File: src/vme_pkg.sv
// Package of constants and carrier types for the voting memory ECC interface.
package vme_pkg;
    localparam int BUS_W = 11;
    localparam int NUM_BUS = 4;
    localparam int ADDR_W = 12;
    localparam int DATA_W = 32;
    localparam int HAM_W = 6;
    localparam int CODE_W = 38;
    localparam int WORD_W = 39;
    localparam int ADDR_BEATS = 2;
    localparam int DATA_BEATS = 3;
    localparam logic [3:0] FLT_NONE = 4'h0;
    localparam logic [3:0] FLT_IOP_BASE = 4'h4;
    localparam logic [3:0] FLT_PE_BASE = 4'h8;
    localparam logic [3:0] FLT_INTERNAL = 4'hf;
    localparam logic [1:0] SEL_RESET = 2'h0;

    typedef enum logic [5:0] {
        ST_IDLE = 6'b000001,
        ST_ADDR = 6'b000010,
        ST_WDATA = 6'b000100,
        ST_WRITE = 6'b001000,
        ST_READ = 6'b010000,
        ST_OUT = 6'b100000
    } vme_state_t;

    typedef struct packed {
        logic valid;
        logic write;
        logic [NUM_BUS-1:0] grant;
        logic io_req;
        logic [1:0] out_assign;
        logic clear_mode;
    } vme_req_t;

    typedef struct packed {
        logic write;
        logic [ADDR_W-1:0] addr;
        logic [WORD_W-1:0] data;
    } vme_core_req_t;

    typedef struct packed {
        vme_state_t st;
        logic [1:0] beat;
        logic wr;
        logic [NUM_BUS-1:0] grant;
        logic io_req;
        logic [1:0] out_bus;
        logic clear_mode;
        logic [ADDR_W:0] addr;
        logic [DATA_W:0] data;
        logic [DATA_W:0] rdata;
        logic bad;
        logic [NUM_BUS-1:0] vflt;
        logic vunmask;
        logic [BUS_W*NUM_BUS-1:0] mbus;
        logic core_start;
        vme_core_req_t core;
        logic [3:0] fault;
        logic done;
        logic data_avail;
    } vme_state_bundle_t;
endpackage : vme_pkg

File: src/vme_iface.sv
// Voting memory ECC interface datapath: voter, registers, Hamming code, fault control.
`timescale 1ns/10ps
// Functional notes
// - Simplex forwards selected bus, no voter fault.
// - Duplex ORs buses, mismatch flags both unless zero.
// - TMR outputs majority, flags disagreeing buses.
// - Voter is 11 bits, four buses.
// - Address register: 12 bits plus parity.
// - Data register: 32 bits plus parity.
// - Parity check over 13 address bits.
// - Parity check over 33 data bits.
// - Six-bit Hamming code on write data.
// - Odd overall parity over data and check.
// - Read syndrome over 38 code bits.
// - Overall parity check over 39 bits.
// - Correct syndrome bit only with parity error.
// - Multiple fault when exactly one check fails.
// - All-zero word is multiple fault, except clearing.
// - Fresh parity over corrected read data.
// - Block write on register or unmaskable faults.
// - Zero read data on address parity, multiple, unmaskable voter faults.
// - Fault code names accessors, except Hamming faults.
// - Output 33 bits on selected bus, zeroed on faults but always sent.
// - Address two beats, data three beats.
// - Grant count selects voter mode.
// - Redundant modes drive lowest, middle or highest bus.
// - Four-bit fault code encoding.
module vme_iface (
    input wire logic clk_sys_i,
    input wire logic reset_i,
    input wire logic ce_i,
    input wire vme_pkg::vme_req_t req_i,
    input wire logic [vme_pkg::BUS_W*vme_pkg::NUM_BUS-1:0] pbus_i,
    input wire logic [vme_pkg::WORD_W-1:0] core_rdata_i,
    input wire logic core_rvalid_i,
    output logic core_start_o,
    output vme_pkg::vme_core_req_t core_o,
    output logic [vme_pkg::BUS_W*vme_pkg::NUM_BUS-1:0] mbus_o,
    output logic data_avail_o,
    output logic [3:0] fault_o,
    output logic done_o
);
    import vme_pkg::*;

    vme_state_bundle_t s_r;
    vme_state_bundle_t s_nxt;
    logic [BUS_W-1:0] pb_s1_r [NUM_BUS];
    logic [BUS_W-1:0] pb_s2_r [NUM_BUS];
    logic [WORD_W-1:0] crd_s1_r;
    logic [WORD_W-1:0] crd_s2_r;
    logic [1:0] crv_s_r;

    // ************************************************************
    // Helper functions
    // ************************************************************
    function automatic logic [HAM_W-1:0] ham_gen(input logic [DATA_W-1:0] d);
        logic [HAM_W-1:0] c;
        logic [5:0] pos;
        c = '0;
        pos = 6'h0;
        for (int i = 0; i < DATA_W; i++) begin
            pos = dpos(i[5:0]);
            for (int k = 0; k < HAM_W; k++) begin
                if (pos[k]) begin
                    c[k] = c[k] ^ d[i];
                end
            end
        end
        return c;
    endfunction : ham_gen

    // Data bit i sits at the i-th non-power-of-two code position.
    function automatic logic [5:0] dpos(input logic [5:0] idx);
        logic [5:0] p;
        logic [5:0] n;
        p = 6'h0;
        n = 6'h0;
        for (int q = 3; q < 64; q++) begin
            if ((q & (q - 1)) != 0) begin
                if (n == idx) begin
                    p = q[5:0];
                end
                n = n + 6'h1;
            end
        end
        return p;
    endfunction : dpos

    function automatic logic [BUS_W-1:0] pick(input logic [NUM_BUS-1:0] g, input int rank);
        logic [BUS_W-1:0] v;
        int n;
        v = '0;
        n = 0;
        for (int b = 0; b < NUM_BUS; b++) begin
            if (g[b]) begin
                if (n == rank) begin
                    v = pb_s2_r[b];
                end
                n++;
            end
        end
        return v;
    endfunction : pick

    function automatic logic [1:0] pick_idx(input logic [NUM_BUS-1:0] g, input logic [1:0] rank);
        logic [1:0] v;
        logic [1:0] n;
        v = '0;
        n = '0;
        for (int b = 0; b < NUM_BUS; b++) begin
            if (g[b]) begin
                if (n == rank) begin
                    v = b[1:0];
                end
                n = n + 2'h1;
            end
        end
        return v;
    endfunction : pick_idx

    // ************************************************************
    // Input synchronisers
    // ************************************************************
    always_ff @(posedge clk_sys_i) begin
        if (reset_i) begin
            for (int b = 0; b < NUM_BUS; b++) begin
                pb_s1_r[b] <= '0;
                pb_s2_r[b] <= '0;
            end
            crd_s1_r <= '0;
            crd_s2_r <= '0;
            crv_s_r <= '0;
        end else if (ce_i) begin
            for (int b = 0; b < NUM_BUS; b++) begin
                pb_s1_r[b] <= pbus_i[b*BUS_W +: BUS_W];
                pb_s2_r[b] <= pb_s1_r[b];
            end
            crd_s1_r <= core_rdata_i;
            crd_s2_r <= crd_s1_r;
            crv_s_r <= {crv_s_r[0], core_rvalid_i};
        end
    end

    // ************************************************************
    // Voter and read checks
    // ************************************************************
    logic [2:0] ngrant;
    logic [BUS_W-1:0] va;
    logic [BUS_W-1:0] vb;
    logic [BUS_W-1:0] vc;
    logic [BUS_W-1:0] vote;
    logic [NUM_BUS-1:0] vflt;
    logic vunmask;
    logic [HAM_W-1:0] syn;
    logic perr;
    logic mfault;
    logic [DATA_W-1:0] corr;
    logic [5:0] p;

    always_comb begin
        ngrant = 3'(s_r.grant[0]) + 3'(s_r.grant[1]) + 3'(s_r.grant[2]) + 3'(s_r.grant[3]);
        va = pick(s_r.grant, 0);
        vb = pick(s_r.grant, 1);
        vc = pick(s_r.grant, 2);
        vflt = '0;
        vunmask = 1'b0;
        case (ngrant)
            3'd2: begin
                vote = va | vb;
                if (va != vb && va != '0 && vb != '0) begin
                    vflt = s_r.grant;
                    vunmask = 1'b1;
                end
            end
            3'd3: begin
                vote = (va & vb) | (va & vc) | (vb & vc);
                vflt[pick_idx(s_r.grant, 2'd0)] = va != vote;
                vflt[pick_idx(s_r.grant, 2'd1)] = vb != vote;
                vflt[pick_idx(s_r.grant, 2'd2)] = vc != vote;
                vunmask = (va != vote) && (vb != vote); // Dissent on both the lowest and middle granted bus cannot be masked.
            end
            default: begin
                vote = va;
            end
        endcase
        syn = ham_gen(crd_s2_r[DATA_W-1:0]) ^ crd_s2_r[CODE_W-1:DATA_W];
        perr = ~^crd_s2_r;
        // A cleared word carries no check bits, so only the clear mode vouches for it.
        mfault = (crd_s2_r == '0) ? !s_r.clear_mode
            : ((syn != '0) ^ perr);
        corr = crd_s2_r[DATA_W-1:0];
        for (int i = 0; i < DATA_W; i++) begin
            p = dpos(i[5:0]);
            if (perr && syn == p) begin
                corr[i] = ~corr[i];
            end
        end
    end

    // ************************************************************
    // Sequencer
    // ************************************************************
    logic areg_err;
    logic dreg_err;
    logic [1:0] osel;
    logic [3:0] fcode;

    always_comb begin
        s_nxt = s_r;
        s_nxt.core_start = 1'b0;
        s_nxt.done = 1'b0;
        s_nxt.data_avail = 1'b0;
        s_nxt.mbus = '0;
        areg_err = ^s_r.addr == 1'b0;
        dreg_err = ^s_r.data == 1'b0;
        osel = (ngrant == 3'd1) ? pick_idx(s_r.grant, 2'd0) : pick_idx(s_r.grant, s_r.out_bus);
        fcode = FLT_NONE;
        for (int b = 0; b < NUM_BUS; b++) begin
            if (s_r.grant[b] && (s_r.vflt[b] || areg_err || dreg_err || s_r.bad)) begin
                fcode = (s_r.io_req ? FLT_IOP_BASE : FLT_PE_BASE) | 4'(b);
            end
        end
        case (s_r.st)
            ST_IDLE: begin
                if (req_i.valid) begin
                    // The fault code stands until the next access is taken.
                    s_nxt.fault = FLT_NONE;
                    s_nxt.st = ST_ADDR;
                    s_nxt.beat = '0;
                    s_nxt.wr = req_i.write;
                    s_nxt.grant = req_i.grant;
                    s_nxt.io_req = req_i.io_req;
                    s_nxt.out_bus = req_i.out_assign;
                    s_nxt.clear_mode = req_i.clear_mode;
                    s_nxt.vflt = '0;
                    s_nxt.vunmask = 1'b0;
                    s_nxt.bad = 1'b0;
                end
            end
            ST_ADDR: begin
                s_nxt.vflt = s_r.vflt | vflt;
                s_nxt.vunmask = s_r.vunmask | vunmask;
                s_nxt.beat = s_r.beat + 2'h1;
                if (s_r.beat == 2'h0) begin
                    s_nxt.addr[ADDR_W-1:BUS_W] = vote[ADDR_W-BUS_W-1:0];
                end else begin
                    s_nxt.addr[BUS_W-1:0] = vote;
                    s_nxt.addr[ADDR_W] = ~^{s_nxt.addr[ADDR_W-1:BUS_W], vote};
                    s_nxt.beat = '0;
                    s_nxt.st = s_r.wr ? ST_WDATA : ST_READ;
                    s_nxt.core_start = !s_r.wr;
                    s_nxt.core.write = 1'b0;
                    s_nxt.core.addr = {s_nxt.addr[ADDR_W-1:BUS_W], vote};
                end
            end
            ST_WDATA: begin
                s_nxt.vflt = s_r.vflt | vflt;
                s_nxt.vunmask = s_r.vunmask | vunmask;
                s_nxt.beat = s_r.beat + 2'h1;
                case (s_r.beat)
                    2'h0: s_nxt.data[DATA_W-1:22] = vote[9:0];
                    2'h1: s_nxt.data[21:BUS_W] = vote;
                    default: begin
                        s_nxt.data[BUS_W-1:0] = vote;
                        s_nxt.data[DATA_W] = ~^{s_r.data[DATA_W-1:BUS_W], vote};
                        s_nxt.st = ST_WRITE;
                    end
                endcase
            end
            ST_WRITE: begin
                // Masked voter faults are still reported, though the write goes ahead.
                s_nxt.fault = (areg_err || dreg_err || s_r.vflt != '0) ? fcode : FLT_NONE;
                if (!(areg_err || dreg_err || s_r.vunmask)) begin
                    s_nxt.core_start = 1'b1;
                    s_nxt.core.write = 1'b1;
                    s_nxt.core.addr = s_r.addr[ADDR_W-1:0];
                    s_nxt.core.data = {1'b0, ham_gen(s_r.data[DATA_W-1:0]),
                        s_r.data[DATA_W-1:0]};
                    s_nxt.core.data[WORD_W-1] = ~^{ham_gen(s_r.data[DATA_W-1:0]),
                        s_r.data[DATA_W-1:0]};
                end
                s_nxt.done = 1'b1;
                s_nxt.st = ST_IDLE;
            end
            ST_READ: begin
                if (crv_s_r[1]) begin
                    s_nxt.bad = mfault;
                    if (areg_err || s_r.vunmask || mfault) begin
                        s_nxt.rdata = '0;
                    end else begin
                        s_nxt.rdata = {~^corr, corr};
                    end
                    s_nxt.fault = (areg_err || s_r.vflt != '0) ? fcode
                        : (mfault ? FLT_INTERNAL : FLT_NONE);
                    s_nxt.beat = '0;
                    s_nxt.st = ST_OUT;
                end
            end
            ST_OUT: begin
                // Zero-forced words still go out so the requester is not left waiting.
                s_nxt.mbus[osel*BUS_W +: BUS_W] = s_r.rdata[DATA_W - s_r.beat*BUS_W -: BUS_W];
                s_nxt.data_avail = 1'b1;
                s_nxt.beat = s_r.beat + 2'h1;
                if (s_r.beat == 2'h2) begin
                    s_nxt.done = 1'b1;
                    s_nxt.st = ST_IDLE;
                end
            end
            default: s_nxt.st = ST_IDLE;
        endcase
    end

    always_ff @(posedge clk_sys_i) begin
        if (reset_i) begin
            s_r <= '0;
            s_r.st <= ST_IDLE;
            s_r.out_bus <= SEL_RESET;
            s_r.addr[ADDR_W] <= 1'b1;
            s_r.data[DATA_W] <= 1'b1;
        end else if (ce_i) begin
            s_r <= s_nxt;
        end
    end

    assign core_start_o = s_r.core_start;
    assign core_o = s_r.core;
    assign mbus_o = s_r.mbus;
    assign data_avail_o = s_r.data_avail;
    assign fault_o = s_r.fault;
    assign done_o = s_r.done;
endmodule : vme_iface

File: config.mk
export PLATFORM = sky130hd
export DESIGN_NAME = vme_iface
export DESIGN_NICKNAME = d
export VERILOG_FILES = /design/src/vme_pkg.sv /design/src/vme_iface.sv
export SDC_FILE = /design/constraint.sdc
export NUM_CORES = 1
export LEC_CHECK = 0
export BUFFER_PORTS_ARGS = -buffer_cell sky130_fd_sc_hd__buf_2
export CORE_ASPECT_RATIO = 1.5
export CORE_MARGIN = 10
export CORE_UTILIZATION = 28
export CTS_CLUSTER_DIAMETER = 50
export CTS_CLUSTER_SIZE = 12
export DETAILED_ROUTE_END_ITERATION = 8
export PLACE_DENSITY = 0.48
export SLEW_MARGIN = 20
export SYNTH_ARGS = -nofsm -noshare
export SYNTH_HDL_FRONTEND = slang
export SYNTH_SLANG_ARGS = --single-unit
File: constraint.sdc
create_clock -name clk_sys_i -period 12.25 [get_ports clk_sys_i]
set_input_delay 1.225 -clock clk_sys_i [delete_from_list [all_inputs] [get_ports clk_sys_i]]
set_output_delay 1.225 -clock clk_sys_i [all_outputs]
set_load 0.005 [all_outputs]
==> impl_metrics.ini <==
[run_status]
outcome = finished clean

[die]
coreArea_sq_um = 77400
die_w_um = 248
pin_count = 200
die_area_sq_um = 89700
start_util_pct = 28.2
num_rows = 125
die_h_um = 362

[finish]
nFillCells = 8075
final_util_pct = 31.4
mostFrequentLayoutCells = 284 x nor2_1, 284 x dfxtp_1, 216 x nand2_1, 197 x buf_2, 169 x xnor2_1
area.growth.synth_to_final_pct = 11.5
drive_above_1_share_pct = 15.1
nNetsFinal = 2577
fin_cells = 3455
finish.instance_area_sq_um = 24300

[logic_synthesis]
ys_ff_latch = 373
yosys_warnings = 0
synth-main-ff-cell = dfxtp_1
synth_top_family_by_area = simple AND/OR/NAND/NOR gates
muxShareOfSynthArea_pct = 8.67
synth-compound-area-share_pct = 14.6
netlist_area_sq_um = 21800
yosys.area_share.xor_xnor_pct = 10.2
synth.distinct_cells = 95
synth_seq_area_share_pct = 38.3
synth-simple-area-share_pct = 17.2
synth_nets = 2554
syn_avg_cell_area_sq_um = 9.10
async_flop_share_pct = 0
synth_edf_count = 88
syn_inst = 2397
synth_adder_area_share_pct = 3.51

[clocking]
clk_pin_slew_ns = 0.06
cts_root_buffer = clkbuf_16
cts_max_path_buffers = 3
cts_hold_buf = 0
insertion_delay_ns = 0.60
post-cts-setup-buffers = 0
cts_made_buffers = 43
htreeDepth = 2
ctsResizeCount = 0
cts_tree = done
clock_sinks = 373

[timing]
setup_tns_ns = 0
hold_viol = 0
maxClockFrequency_mhz = 159
rsz0062_at_grt = no
fin_crit_sh_pct = 51.2
tightest_slew_ns = 1.04
timing.slew.headroom_pct = 30.3
drv_slew = 0
finalSetupViolCount = 0
period_needed_ns = 6.27
fin_worst_skew_ns = 0.0195

[route]
vias_per_cell = 4.97
routedWlPerCell_um = 19.5
wirelength_um = 67500
vias = 17200
first_iter_violations = 1105
first_pass_iters = 5
route.detailed.drc = 0
ant_nets = 0

[placement]
port_buffers = 199
place_inst = 3391
dp_hpwl_um = 52300
gp_congestion = 0.929
postPlaceCellArea_sq_um = 22900

[critical_path]
criticalPathCategory = reg2reg
path_cells = inv_1 -> ha_1 -> nand2b_1 -> a211oi_4 -> mux2i_1 -> inv_1 -> ha_1 -> o311a_1 -> a21oi_1 -> xor2_1 -> xnor2_1 -> xnor2_1 -> xnor2_1 -> xnor2_1 -> a211o_1
cp_top_family = compound AO/OA/AOI/OAI gates
worstPathArrival_ns = 6.76
slowest_delay_ns = 1.00
worstPathMaxFanout = 32
cp-start-kind = register
path_common_cell = xnor2_1
crit_slowest_cell = dfxtp_1
critPathRequiredTime_ns = 12.74
endpoint_kind = register
path_buf_inv = 2

[grt]
grt-ovfl-total = 0
antenna_found_initial = 7
grt_start_max_net_pins = 91
grt_pass1_wl_um = 103000
grt_use_total_pct = 14.6
grt_pass1_vias = 17000

[job]
drv_cap = 0

[power]
total_power_mw = 3.25
peakVddDrop_mv = 0.0875
power.density_nw_per_um2 = 134
leakagePower_nw = 9.39

[hold_path]
worstHoldPathType = reg2reg
[Yosys cell counts (6+ instances only)]
library cell / instances / area (sq um)
and3_1: 15 / 93.8
dfxtp_1: 285 / 5710
a21o_1: 11 / 82.6
a31oi_1: 10 / 62.6
buf_1: 15 / 56.3
and2_1: 92 / 576
xnor3_1: 13 / 293
nor3_1: 45 / 225
buf_4: 101 / 758
a21oi_1: 107 / 536
nor3b_1: 10 / 75.1
mux2_2: 6 / 67.6
nand4_1: 15 / 93.8
ha_1: 58 / 726
a2bb2oi_1: 9 / 78.8
a22oi_1: 71 / 533
inv_1: 75 / 282
a22o_1: 28 / 245
mux4_2: 25 / 563
nand3_1: 36 / 180
nand2b_1: 24 / 150
xor2_1: 39 / 342
a211oi_1: 51 / 383
a221oi_1: 17 / 149
clkbuf_1: 106 / 398
o32ai_1: 9 / 78.8
edfxtp_1: 88 / 2640
a31o_2: 7 / 61.3
mux2i_1: 114 / 1140
nor4_1: 11 / 68.8
nand3b_1: 15 / 113
nand2_1: 216 / 811
o21ai_0: 73 / 365
buf_2: 15 / 75.1
xnor2_1: 169 / 1480
nor2_1: 286 / 1070
o31ai_1: 7 / 52.6
nor2b_1: 11 / 68.8
[worst register-to-register path, delay by kind of cell, from the launching register on]
| kind | cells | cell delay [ns] |
|---|---|---|
| adder cells (fa/ha/maj) | 2 | 0.88 |
| multiplexers | 1 | 0.66 |
| flip-flops | 1 | 1.00 |
| AO/OA/AOI/OAI | 4 | 1.93 |
| buffers and inverters | 2 | 0.44 |
| AND/OR/NAND/NOR | 1 | 0.35 |
| XOR/XNOR | 5 | 0.93 |
[final cells by class]
cell class	instances	area [sq um]	share of cell area (%)
well taps	1016	1270	5.23
clock inverters	15	224	0.921
clock buffers	47	1120	4.61
repair buffers	220	1160	4.78
diodes	2	5.00	0.0206
inverters	80	308	1.27
flip-flops and latches	373	8350	34.4
multi-input cells	1702	11900	48.8
[power by group]
group | switching [mW] | internal (mW)
Sequential | 0.0375 | 1.30
Clock | 0.538 | 0.726
Combinational | 0.390 | 0.256
Total | 0.965 | 2.28
[registers in the layout, indices dropped and copies added, names as in the netlist]
name	count
core_o	52
core_start_o	1
crd_s1_r	39
crd_s2_r	39
crv_s_r	2
data_avail_o	1
done_o	1
fault_o	4
mbus_o	44
pb_s1_r	44
pb_s2_r	44
s_r	102
[per-stage QoR]
step	setup WS, ns	hold WS (ns)
floorplan	7.49	0.426
global placement	6.22	0.433
detailed placement	6.06	0.438
CTS	6.03	0.452
global route	5.53	0.468
finish	5.98	0.449
[final timing paths]
| kind | start | endpoint | slack, ns | depth (start not counted) |
|---|---|---|---|---|
| max | s_r[192] | s_r[174] | 5.98 | 15 |
| min | mbus_o[34] | mbus_o[34] | 0.45 | 2 |
| max reg2reg | s_r[192] | s_r[174] | 5.98 | 15 |
| min reg2reg | mbus_o[34] | mbus_o[34] | 0.45 | 2 |
[layer usage]
metal / wire length [um] / up-vias / global-route usage, %
met1: 29100 / 8219 / 18.4
met4: 2080 / 8 / 5.16
met2: 31700 / 499 / 23.9
li1: - / 8345 / -
met5: 54 / - / 0
met3: 4620 / 108 / 3.34
[cells by family after synthesis]
family,after synthesis
xor gates and xnor gates,227
DFF,373
muxes,152
and+or+nand+nor,802
buffers and inverters,322
adders and majority gates,60
AOI/OAI and AO/OA,461
Power figures use the tool's default switching activity.
